<file path="src/rfd_regs.svh">
`ifndef RFD_REGS_SVH
`define RFD_REGS_SVH

`define RFD_ADDR_W 8
`define RFD_DATA_W 8
`define RFD_OFS_TX_DRIVER_TIMING 8'h29
`define RFD_OFS_FIELD_DETECT_THRESHOLDS 8'h2a
`define RFD_OFS_RESISTIVE_AM_SETTING 8'h2a
`define RFD_OFS_CAL_CONTROL 8'h2b
`define RFD_RST_TX_DRIVER_TIMING 8'h7c
`define RFD_RST_FIELD_DETECT_THRESHOLDS 8'h33
`define RFD_RST_RESISTIVE_AM_SETTING 8'h00
`define RFD_TIM_RATIO_HI 7
`define RFD_TIM_RATIO_LO 4
`define RFD_TIM_MANUAL_BIT 3
`define RFD_TIM_CODE_HI 2
`define RFD_THR_PEER_HI 6
`define RFD_THR_PEER_LO 4
`define RFD_THR_COLL_HI 3
`define RFD_AM_MINNOV_BIT 7
`define RFD_AM_CODE_HI 6
`define RFD_CAL_START_BIT 0
`define RFD_CAL_STEPS 5
`define RFD_CAL_MAX_PERIODS 10
`define RFD_CAL_PERIODS_PER_STEP 2
`endif

</file>
<file path="src/rfd_pkg.sv">
package rfd_pkg;
    typedef enum logic [2:0] {
        RFD_SLOW,
        RFD_MED_SLOW,
        RFD_NOMINAL,
        RFD_MED_FAST,
        RFD_FAST
    } rfd_speed_t;
    typedef enum logic [1:0] {
        RFD_IDLE,
        RFD_SETTLE,
        RFD_MEASURE
    } rfd_cal_state_t;
endpackage

</file>
<file path="src/rfd_cfg.sv">
// Implementation choice: the strobed register port.
`timescale 1ns/1ps
`include "rfd_regs.svh"
module rfd_cfg
    import rfd_pkg::*;
(
    input wire logic core_clk,
    input wire logic reset,
    input wire logic [`RFD_ADDR_W-1:0] reg_addr,
    input wire logic reg_space_b,
    input wire logic [`RFD_DATA_W-1:0] reg_wdata,
    input wire logic reg_wr,
    input wire logic reg_rd,
    output logic [`RFD_DATA_W-1:0] reg_rdata,
    input wire logic rf_period_pin,
    input wire logic [3:0] measured_ratio,
    input wire logic resistive_am_enable,
    output logic [2:0] driver_timing,
    output logic cal_busy,
    output logic [2:0] peer_threshold,
    output logic [3:0] collision_threshold,
    output logic minimum_nonoverlap_select,
    output logic [6:0] modulated_resistance_code,
    output logic modulated_resistance_apply
);
    logic [7:0] tim_r;
    logic [7:0] thr_r;
    logic [7:0] am_r;
    logic [7:0] rdata_r;
    logic [2:0] sync_r;
    logic rf_lvl_r;
    rfd_cal_state_t st_r;
    rfd_cal_state_t st_nxt;
    rfd_speed_t step_r;
    rfd_speed_t step_nxt;
    rfd_speed_t acq_r;
    rfd_speed_t acq_nxt;
    logic [2:0] drv_r;
    logic busy_r;
    logic [2:0] peer_r;
    logic [3:0] coll_r;
    logic minnov_r;
    logic [6:0] code_r;
    logic apply_r;
    logic [7:0] tim_nxt;
    logic [7:0] thr_nxt;
    logic [7:0] am_nxt;
    logic [7:0] rdata_nxt;
    logic [2:0] drv_nxt;
    logic busy_nxt;
    logic [2:0] peer_nxt;
    logic [3:0] coll_nxt;
    logic minnov_nxt;
    logic [6:0] code_nxt;
    logic apply_nxt;
    logic [2:0] sync_nxt;
    logic rf_lvl_nxt;

    function automatic rfd_speed_t man_decode(input logic [2:0] c);
        rfd_speed_t s;
        s = RFD_FAST;
        if (!c[2]) begin
            case (c[1:0])
                2'h0: s = RFD_SLOW;
                2'h1: s = RFD_MED_SLOW;
                2'h2: s = RFD_NOMINAL;
                default: s = RFD_MED_FAST;
            endcase
        end
        return s;
    endfunction

    // space and offset compare for one register
    function automatic logic reg_hit(
        input logic space_b,
        input logic [7:0] addr,
        input logic want_b,
        input logic [7:0] ofs
    );
        return space_b == want_b && addr == ofs;
    endfunction

    // address decode
    wire sel_tim = reg_hit(reg_space_b, reg_addr, 1'b1,
        `RFD_OFS_TX_DRIVER_TIMING);
    wire sel_thr = reg_hit(reg_space_b, reg_addr, 1'b0,
        `RFD_OFS_FIELD_DETECT_THRESHOLDS);
    wire sel_am = reg_hit(reg_space_b, reg_addr, 1'b1,
        `RFD_OFS_RESISTIVE_AM_SETTING);
    wire sel_cal = reg_hit(reg_space_b, reg_addr, 1'b1,
        `RFD_OFS_CAL_CONTROL);

    // write enables
    wire wr_tim = reg_wr && sel_tim;
    wire wr_thr = reg_wr && sel_thr;
    wire wr_am = reg_wr && sel_am;
    wire cal_start = reg_wr && sel_cal && reg_wdata[`RFD_CAL_START_BIT];

    // search target and timing source
    wire [3:0] target = tim_r[`RFD_TIM_RATIO_HI:`RFD_TIM_RATIO_LO];
    wire manual = tim_r[`RFD_TIM_MANUAL_BIT];
    wire rf_agree = sync_r[1] == sync_r[2];
    wire rf_tick = rf_agree && sync_r[2] && !rf_lvl_r;
    wire [7:0] cal_status = {busy_r, 4'h0, acq_r};
    wire [7:0] rd_mux = sel_tim ? tim_r :
                        sel_thr ? thr_r :
                        sel_am ? am_r :
                        sel_cal ? cal_status : 8'h00;
    wire rfd_speed_t applied = manual
        ? man_decode(tim_r[`RFD_TIM_CODE_HI:0])
        : acq_r;
    wire [6:0] code_eff = resistive_am_enable
        ? am_r[`RFD_AM_CODE_HI:0] : 7'h00;

    // next values of the register bank
    assign tim_nxt = wr_tim ? reg_wdata : tim_r;
    assign thr_nxt = wr_thr ? {1'b0, reg_wdata[6:0]} : thr_r;
    assign am_nxt = wr_am ? reg_wdata : am_r;

    // rf carrier edge, second and third flop agree
    assign sync_nxt = {sync_r[1:0], rf_period_pin};
    assign rf_lvl_nxt = rf_agree ? sync_r[2] : rf_lvl_r;

    // next values of the outputs
    assign rdata_nxt = reg_rd ? rd_mux : 8'h00;
    assign drv_nxt = (st_r == RFD_IDLE) ? applied : step_r;
    assign busy_nxt = st_nxt != RFD_IDLE;
    assign peer_nxt = thr_r[`RFD_THR_PEER_HI:`RFD_THR_PEER_LO];
    assign coll_nxt = thr_r[`RFD_THR_COLL_HI:0];
    assign minnov_nxt = am_r[`RFD_AM_MINNOV_BIT];
    assign code_nxt = code_eff;
    assign apply_nxt = resistive_am_enable;

    // calibration search sequencer
    always_comb begin
        st_nxt = st_r;
        step_nxt = step_r;
        acq_nxt = acq_r;
        case (st_r)
            RFD_IDLE: begin
                if (cal_start) begin
                    step_nxt = RFD_SLOW;
                    st_nxt = RFD_SETTLE;
                end
            end
            RFD_SETTLE: begin
                if (rf_tick) begin
                    st_nxt = RFD_MEASURE;
                end
            end
            RFD_MEASURE: begin
                if (rf_tick) begin
                    if (measured_ratio >= target) begin
                        acq_nxt = step_r;
                        st_nxt = RFD_IDLE;
                    end else if (step_r == RFD_FAST) begin
                        acq_nxt = step_r;
                        st_nxt = RFD_IDLE;
                    end else begin
                        step_nxt = rfd_speed_t'(step_r + 3'h1);
                        st_nxt = RFD_SETTLE;
                    end
                end
            end
            default: begin
                st_nxt = RFD_IDLE;
            end
        endcase
    end

    // pin synchroniser
    always_ff @(posedge core_clk) begin
        if (reset) begin
            sync_r <= 3'h0;
        end else begin
            sync_r <= sync_nxt;
        end
    end

    always_ff @(posedge core_clk) begin
        if (reset) begin
            rf_lvl_r <= 1'b0;
        end else begin
            rf_lvl_r <= rf_lvl_nxt;
        end
    end

    // register bank
    always_ff @(posedge core_clk) begin
        if (reset) begin
            tim_r <= `RFD_RST_TX_DRIVER_TIMING;
        end else begin
            tim_r <= tim_nxt;
        end
    end

    always_ff @(posedge core_clk) begin
        if (reset) begin
            thr_r <= `RFD_RST_FIELD_DETECT_THRESHOLDS;
        end else begin
            thr_r <= thr_nxt;
        end
    end

    always_ff @(posedge core_clk) begin
        if (reset) begin
            am_r <= `RFD_RST_RESISTIVE_AM_SETTING;
        end else begin
            am_r <= am_nxt;
        end
    end

    // sequencer state
    always_ff @(posedge core_clk) begin
        if (reset) begin
            st_r <= RFD_IDLE;
        end else begin
            st_r <= st_nxt;
        end
    end

    always_ff @(posedge core_clk) begin
        if (reset) begin
            step_r <= RFD_SLOW;
        end else begin
            step_r <= step_nxt;
        end
    end

    always_ff @(posedge core_clk) begin
        if (reset) begin
            acq_r <= RFD_SLOW;
        end else begin
            acq_r <= acq_nxt;
        end
    end

    // output flops
    always_ff @(posedge core_clk) begin
        if (reset) begin
            rdata_r <= 8'h00;
        end else begin
            rdata_r <= rdata_nxt;
        end
    end

    always_ff @(posedge core_clk) begin
        if (reset) begin
            drv_r <= 3'h0;
        end else begin
            drv_r <= drv_nxt;
        end
    end

    always_ff @(posedge core_clk) begin
        if (reset) begin
            busy_r <= 1'b0;
        end else begin
            busy_r <= busy_nxt;
        end
    end

    always_ff @(posedge core_clk) begin
        if (reset) begin
            peer_r <= 3'h0;
        end else begin
            peer_r <= peer_nxt;
        end
    end

    always_ff @(posedge core_clk) begin
        if (reset) begin
            coll_r <= 4'h0;
        end else begin
            coll_r <= coll_nxt;
        end
    end

    always_ff @(posedge core_clk) begin
        if (reset) begin
            minnov_r <= 1'b0;
        end else begin
            minnov_r <= minnov_nxt;
        end
    end

    always_ff @(posedge core_clk) begin
        if (reset) begin
            code_r <= 7'h00;
        end else begin
            code_r <= code_nxt;
        end
    end

    always_ff @(posedge core_clk) begin
        if (reset) begin
            apply_r <= 1'b0;
        end else begin
            apply_r <= apply_nxt;
        end
    end

    assign reg_rdata = rdata_r;
    assign driver_timing = drv_r;
    assign cal_busy = busy_r;
    assign peer_threshold = peer_r;
    assign collision_threshold = coll_r;
    assign minimum_nonoverlap_select = minnov_r;
    assign modulated_resistance_code = code_r;
    assign modulated_resistance_apply = apply_r;
endmodule

</file>
<file path="config.mk">
export PLATFORM = sky130hd
export DESIGN_NAME = rfd_cfg
export DESIGN_NICKNAME = d
export VERILOG_FILES = /design/src/rfd_pkg.sv /design/src/rfd_cfg.sv
export VERILOG_INCLUDE_DIRS = /design/src
export SDC_FILE = /design/constraint.sdc
export NUM_CORES = 1
export LEC_CHECK = 0
export ABC_AREA = 1
export BUFFER_PORTS_ARGS = -buffer_cell sky130_fd_sc_hd__buf_2
export CORE_UTILIZATION = 42
export CTS_CLUSTER_SIZE = 14
export DETAILED_ROUTE_END_ITERATION = 12
export SLEW_MARGIN = 25
export SYNTH_ARGS = -nofsm -noshare
export SYNTH_HDL_FRONTEND = slang
export SYNTH_SLANG_ARGS = --single-unit
export TNS_END_PERCENT = 100
</file>
<file path="constraint.sdc">
create_clock -name core_clk -period 1.54 [get_ports core_clk]
set_input_delay 0.231 -clock core_clk [delete_from_list [all_inputs] [get_ports core_clk]]
set_output_delay 0.231 -clock core_clk [all_outputs]
set_load 0.05 [all_outputs]
</file>
==> results, run 1 <==
- The chip height is 80.2 µm.
- The cell total after placement is 475.
- The power density over the cells is 1060 nW/µm².
- Cell internal power was estimated by the tool at 0.00265 W.
- The share of total power dissipated in the clock network is 0.458.
- Counting every instance in the synthesized netlist gives 343.
- In the layout the commonest cells are nor2_1 (63), nand2_1 (62), dfxtp_1 (61), inv_1 (57), buf_2 (54).
- The largest net degree at the start of global routing is 15.
- The number of global-route vias before repair is 2163.
- The largest stage delay on the critical path is 0.33 ns.
- The share of total power in sequential cells is 0.487.
- A synthesized cell averages 7.49 µm².
- The post-CTS setup buffer count is 0.
- Once layout is complete, the cells apart from fillers number 490.
- The TritonCTS buffer count is 9.
- The net count of the finished layout is 445.
- The detail route stage leaves a number of antenna-violating nets equal to 0.
- The analysis attributes to net switching a power of 0.000735 W.
- The fraction of final layout cells sized beyond drive strength 1 is 0.239.
- The measured slew at the worst slew-check pin is 0.312 ns.
- The path class of the tightest hold or removal check is in -> reg.
- Summed over all nets, the half-perimeter wirelength after detailed placement is 4530 µm.
- The final-report hold violation count came to 0.
- The number of port buffers is 54.
- The maximum operating frequency is 0.720 GHz.
- Data on the critical path arrives at its endpoint at 1.62 ns.
- Using the TritonRoute via totals, the vias-per-cell ratio works out to 4.69.
- In the global route stage, overall resource usage came out at 0.214.
- The number of max-cap violations is 0.
- The category of the critical setup timing path is reg -> reg.
- Setup violations remaining at the end of the flow were counted as 0.
- The number of warnings reported in the yosys synthesis log is 0.
- The signal on the critical path passes through ha_1 -> inv_1 -> nand2_1 -> nand2_1 -> nand2_1 -> nand2_1 -> nand3_1 -> nand2_2 -> nand3_1 -> nand2_1 -> nor2_1.
- The final setup skew is 0.00690 ns.
- The initial utilization of the core area, before any placement, comes to 0.434.
- The CTS root buffer is clkbuf_8.
- Dividing the final minimum period by the clock period gives 0.902.
- The worst slack after detailed placement is 0.0641 ns.
- The clock tree from TritonCTS is built.
- The number of pins with negative max-slew slack in the final report is 0.
- The number of synthesized register bits is 63.
- The worst setup margin is 0.151 ns.
- The full die area is 6430 µm².
- The number of placed I/O pins is 55.
- The slowest cell on the critical path is dfxtp_2.
- The clock-pin slew of the registers on the worst-case setup and hold paths is 0.07 ns.
- The share of the Yosys chip area taken by registers is 0.491.
- The most common cell after layout, fill and taps aside is nor2_1.
- STA classifies the critical path startpoint as a register.
- The number of nets in the synthesized netlist is 377.
- After detailed routing, the number of remaining DRC violations is 0.
- The average wire length per cell after detail routing is 12.3 µm.
- The number of vias after detailed routing is 2299.
- The leakage power total is 1.64 nW.
- No sink is reached through more buffers than the 2 on the longest clock path.
- The worst endpoint required time is 1.77 ns.
- The routed design has 6000 µm of wire.
- The core region area is 5920 µm².
- The largest voltage drop on the vdd net is 0.641 mV.
- Hold timing on the final database bottoms out at a slack of 0.0968 ns.
- The flow ran to the end, and the final reports show no timing, DRC or antenna violations.
- The proportion of power drawn by combinational gates is 0.055.
- The number of H-tree levels is 3.
- The initial antenna violation count is 0.
- The category of the worst setup path capture point is a register.
- The total global routing overflow is 0.
- The first-pass iteration count of the detailed router is 4.
- The violation count after the first detailed-routing iteration is 119.
- CTS saw 63 sinks.
- The most numerous cell on the critical path is nand2_1.
- The die width is 80.2 µm.
- After synthesis the cells add up to 2570 µm².
- The weighted congestion reported at the end of routability-driven placement is 0.862.
- In this run, post-CTS repair resized a total of 0 instances.
- Compared with the post-synthesis result, the final layout area differs by 24.7%.
- The worst slew slack as a fraction of its limit is 0.791.
- After floorplanning, the core was divided into 28 placement rows.
- For this design, the CTS-stage hold fixing added 0 buffers.
- The highest fanout seen on the critical path is 6.
- Of the total power, the share spent switching nets is 0.217.
- The post-route minimum period is 1.39 ns.
- The clock reaches the later pin of the worst-skew pair after 0.34 ns.
- The first global-routing pass estimated 10200 µm of wire.
- The antenna diode count is 0.
- The number of distinct library cell variants in the gate-level netlist after synthesis is 23.
-- through the flow --
step | cell area, µm² | power (W) | utilization | setup TNS (ns)
global placement | 2970 | 0.00187 | 0.501 | 0
global route | 3200 | 0.00351 | 0.541 | -0.00511
detailed placement | 2970 | 0.00187 | 0.501 | 0
floorplan | 2570 | 0.00178 | - | 0
CTS | 3180 | 0.00342 | 0.537 | 0
finish | 3200 | 0.00338 | 0.541 | 0
-- metal layers --
| metal | up-vias | wire, µm | track usage | share of wire |
|---|---|---|---|---|
| met2 | 58 | 2810 | 0.350 | 0.47 |
| met5 | - | 0 | 0 | 0 |
| met1 | 1038 | 2820 | 0.268 | 0.47 |
| met3 | 9 | 285 | 0.0489 | 0.047 |
| met4 | 0 | 85 | 0.0964 | 0.014 |
| li1 | 1194 | - | - | - |
-- synthesized netlist by cell type --
| cell type | instances | area share |
|---|---|---|
| dfxtp_1 | 63 | 0.49 |
| nand2_1 | 63 | 0.092 |
| nor2_1 | 63 | 0.092 |
| inv_1 | 58 | 0.085 |
| o21ai_0 | 25 | 0.049 |
| nand3_1 | 21 | 0.041 |
| a21oi_1 | 11 | 0.021 |
| ha_1 | 7 | 0.034 |
| clkbuf_1 | 4 | 0.0058 |
| o211ai_1 | 4 | 0.012 |
| nand2_2 | 3 | 0.0073 |
| nor2_4 | 3 | 0.013 |
| o21ai_1 | 3 | 0.0058 |
| a221oi_1 | 2 | 0.0068 |
| buf_6 | 2 | 0.0088 |
| clkinv_4 | 2 | 0.0068 |
| nand2_4 | 2 | 0.0088 |
| nor3_2 | 2 | 0.0078 |
| a21oi_2 | 1 | 0.0034 |
| a22oi_1 | 1 | 0.0029 |
| a31oi_1 | 1 | 0.0024 |
| buf_1 | 1 | 0.0015 |
| inv_2 | 1 | 0.0015 |
-- power groups by stage --
stage | combinational (W) | sequential (W) | clock [W]
after floorplan | 0.0000689 | 0.00172 | 0
after global placement | 0.000183 | 0.00168 | 0
after detailed placement | 0.000184 | 0.00168 | 0
after CTS | 0.000185 | 0.00165 | 0.00159
after global routing | 0.000208 | 0.00165 | 0.00166
final | 0.000187 | 0.00165 | 0.00155
-- logic make-up (layout without fill, tap and decap cells) --
group | after synthesis | after routing | synth area share
simple gates | 157 | 157 | 0.262
buf+inv | 68 | 140 | 0.109
fa+ha+maj | 7 | 7 | 0.0341
flops | 63 | 63 | 0.491
compound gates | 48 | 48 | 0.103
-- critical path, delay by kind of cell, from the launching register on --
family / cells / cell delay [ns]
AND/OR/NAND/NOR: 9 / 0.63
buffers and inverters: 1 / 0.05
flip-flops: 1 / 0.33
adder cells (fa/ha/maj): 1 / 0.26
-- area by class of cell --
class                           count  area, µm²
Inverter                           61        239
Timing Repair Buffer               64        345
Fill cell                         616       2720
Sequential cell                    63       1260
Multi-Input combinational cell    212       1050
Clock buffer                       11        141
Clock inverter                      4       70.1
Tap cell                           75       93.8
-- state kept, by name, indices dropped and copies added (netlist names), 4 cells and up --
signal and count:
tim_r 8, modulated_resistance_code 7, thr_r 7, collision_threshold 4, reg_rdata 8, am_r 8
-- path summary, 6_finish.rpt --
check,cells past startpoint,start,endpoint,slack [ns]
worst max register to register,11,tim_r[4]$_SDFFE_PP1P_,step_r[2]$_SDFFE_PP0P_,0.15
worst min-delay path,3,rf_period_pin,sync_r[0]$_SDFF_PP0_,0.1
worst min register to register,2,sync_r[0]$_SDFF_PP0_,sync_r[1]$_SDFF_PP0_,0.41
worst max-delay path,11,tim_r[4]$_SDFFE_PP1P_,step_r[2]$_SDFFE_PP0P_,0.15
(Power assumes the default switching activity.)
==> inputs of run 2 (changes only) <==
--- a/config.mk
+++ b/config.mk
@@ -11,6 +11,7 @@
 export CORE_UTILIZATION = 42
 export CTS_CLUSTER_SIZE = 14
 export DETAILED_ROUTE_END_ITERATION = 12
+export RECOVER_POWER = 100
 export SLEW_MARGIN = 25
 export SYNTH_ARGS = -nofsm -noshare
 export SYNTH_HDL_FRONTEND = slang
==> run 2 against run 1 <==
Setup slack lost 0.0055 ns; largest power group unchanged; highest routed layer unchanged; via count decreased by 0.48%; fmax fell by 0.39%; die area is the same; critical path depth stayed put.
==> results, run 2 (synthesized netlist as in run 1, its figures left out) <==
- Outcome: finished, final reports clean (unchanged).
- The half-perimeter wire length of the detailed placement result is 4530 µm (unchanged).
- The TritonCTS buffer count came to 9 (unchanged).
- The total global routing overflow came to 0 (unchanged).
- The leakage power total was 1.49 nW (was 1.64 nW).
- The kind of start point of the critical path is a register (unchanged).
- The core region area is 5920 µm² (unchanged).
- The worst setup margin came to 0.145 ns (was 0.151 ns).
- The worst path arrival time came to 1.63 ns (was 1.62 ns).
- The category of the worst setup path capture point is a register (unchanged).
- The number of global-route vias before repair came to 2163 (unchanged).
- The number of nets at the end of the flow is 445 (unchanged).
- The worst slew slack as a fraction of its limit is 0.503 (was 0.791).
- The die width is 80.2 µm (unchanged).
- The path category of the worst min-delay check was in -> reg (unchanged).
- The number of setup violations in the final report is 0 (unchanged).
- The number of placed I/O pins is 55 (unchanged).
- The final sum of negative setup slack is 0 ns (unchanged).
- The clock tree from TritonCTS is built (unchanged).
- The post-CTS setup buffer count came to 0 (unchanged).
- The first-pass iteration count of the detailed router is 4 (unchanged).
- The final-report hold violation count is 0 (unchanged).
- The final design instance area without fill is 3110 µm² (was 3200 µm²).
- The number of sinks driven by the clock tree was 63 (unchanged).
- The number of H-tree levels is 3 (unchanged).
- The initial antenna violation count was 0 (unchanged).
- The fraction of the core area covered by cells at the end of the flow is 0.525 (was 0.541).
- The count of fill cells added during filler insertion was 646 (was 616).
- The remaining antenna violation count is 0 (unchanged).
- Top library cells by usage in the layout, fill and taps aside: nand2_1 (67), nor2_1 (65), dfxtp_1 (61), inv_1 (57), clkbuf_1 (33) (was nor2_1 (63), nand2_1 (62), dfxtp_1 (61), inv_1 (57), buf_2 (54)).
- The number of buffers inserted for hold repair after clock tree synthesis is 0 (unchanged).
- The overall routing resource usage is 0.214 (unchanged).
- The maximum operating frequency is 0.717 GHz (was 0.720 GHz).
- The most common cell after layout, fill and taps aside is nand2_1 (was nor2_1).
- The violation count after the first detailed-routing iteration was 127 (was 119).
- The starting utilization of the core area is 0.434 (unchanged).
- The average wire length per cell after detail routing was 12.2 µm (was 12.3 µm).
- The final critical-path share of the clock period came to 0.906 (was 0.902).
- The final setup skew was 0.00685 ns (was 0.00690 ns).
- The weighted congestion reported at the end of routability-driven placement came to 0.862 (unchanged).
- The post-detailed-route via-to-cell ratio is 4.67 (was 4.69).
- The cell area reported after detailed placement is 2970 µm² (unchanged).
- The worst endpoint required time is 1.77 ns (about the same).
- The number of pins with negative max-slew slack in the final report is 0 (unchanged).
- The chip height was 80.2 µm (unchanged).
- The post-route minimum period is 1.39 ns (about the same).
- The layout overhead on the synthesized area is 21.0% (was 24.7%).
- The full die area is 6430 µm² (unchanged).
- The largest voltage drop on the vdd net was 0.641 mV (about the same).
- The worst hold slack after final layout is 0.0979 ns (was 0.0968 ns).
- The clock insertion delay at the later pin of the skew report is 0.34 ns (about the same).
- The highest fanout seen on the critical path is 6 (unchanged).
- The number of core rows is 28 (unchanged).
- The largest net degree at the start of global routing is 15 (unchanged).
- The number of port buffers is 54 (unchanged).
- The number of vias after detailed routing was 2288 (was 2299).
- The number of max-cap violations is 0 (unchanged).
- The CTS root buffer is clkbuf_8 (unchanged).
- The power density over the cells is 1090 nW/µm² (was 1060 nW/µm²).
- The antenna diode count is 0 (unchanged).
- The post-detailed-routing wire length was 5990 µm (was 6000 µm).
- The worst-case reg-to-reg path depth was 11 (unchanged).
- The measured slew at the worst slew-check pin came to 0.745 ns (was 0.312 ns).
- The worst hold path cell count is 3 (unchanged).
- The fraction of final layout cells sized beyond drive strength 1 came to 0.140 (was 0.239).
- The detailed-route DRC error count is 0 (unchanged).
- The number of buffers on the longest clock path is 2 (unchanged).
- The worst slack after detailed placement came to 0.0641 ns (unchanged).
- The wire length of the first global-routing pass is 10200 µm (unchanged).
- The category of the critical setup timing path is reg -> reg (unchanged).
- The clock-pin slew of the registers on the worst-case setup and hold paths is 0.07 ns (about the same).
## run 2: cell types whose count changed in the layout (fill, tap and decap cells not counted)
cell,change
buf_2,-29
buf_4,-3
clkbuf_1,+32
nand2_1,+5
nand2_2,-3
nand2_4,-2
nor2_1,+2
nor2_4,-2
nor3_1,+2
nor3_2,-2
o21ai_0,+2
o21ai_1,-2
## run 2: cell type report
cell class / instances / area, µm² / area share
multi-input combinational: 212 / 1000 / 0.322
tap: 75 / 93.8 / 0.0302
inverter: 61 / 239 / 0.0769
timing repair buffer: 64 / 298 / 0.0959
clock buffer: 11 / 141 / 0.0455
sequential: 63 / 1260 / 0.407
clock inverter: 4 / 70.1 / 0.0226
## run 2: worst paths after layout
| path | from | endpoint | slack, ns |
|---|---|---|---|
| worst max-delay path | tim_r[4]$_SDFFE_PP1P_ | step_r[2]$_SDFFE_PP0P_ | 0.15 |
| worst min-delay path | rf_period_pin | sync_r[0]$_SDFF_PP0_ | 0.1 |
| worst max register to register | tim_r[4]$_SDFFE_PP1P_ | step_r[2]$_SDFFE_PP0P_ | 0.15 |
| worst min register to register | sync_r[0]$_SDFF_PP0_ | sync_r[1]$_SDFF_PP0_ | 0.41 |
## run 2: critical path: stages (launching register included)
cell,delay [ns]
dfxtp_2,0.34
ha_1,0.26
inv_1,0.05
nand2_1,0.04
nand2_1,0.05
nand2_1,0.04
nand2_1,0.08
nand3_1,0.10
nand2_2,0.14
nand3_1,0.08
nand2_1,0.07
nor2_1,0.04
## run 2: where the power goes
group / switching (W) / internal [W] / total, W / leakage [nW]
clock: 0.000606 / 0.000941 / 0.00155 / 0.109
combinational: 0.000118 / 0.0000579 / 0.000176 / 0.870
sequential: 0.00000440 / 0.00164 / 0.00165 / 0.510
total: 0.000729 / 0.00264 / 0.00337 / 1.49
## run 2: stage by stage
| step | instances | total power [W] |
|---|---|---|
| floorplan | 343 | 0.00178 |
| global placement | 475 | 0.00187 |
| detailed placement | 475 | 0.00187 |
| CTS | 490 | 0.00342 |
| global route | 490 | 0.00350 |
| finish | 490 | 0.00337 |
## run 2: repair_timing
action | in CTS | in global routing
gates resized for setup | 0 | 8
endpoints found under the setup margin | 0 | 8
endpoints found under the hold margin | 0 | 0
## run 2: metal layers
layer / vias up / wire (µm) / share of wire / global-route usage
met2: 51 / 2790 / 0.47 / 0.350
li1: 1195 / - / - / -
met3: 9 / 249 / 0.042 / 0.0489
met4: 0 / 87 / 0.015 / 0.0964
met1: 1033 / 2870 / 0.48 / 0.268
met5: - / 0 / 0 / 0
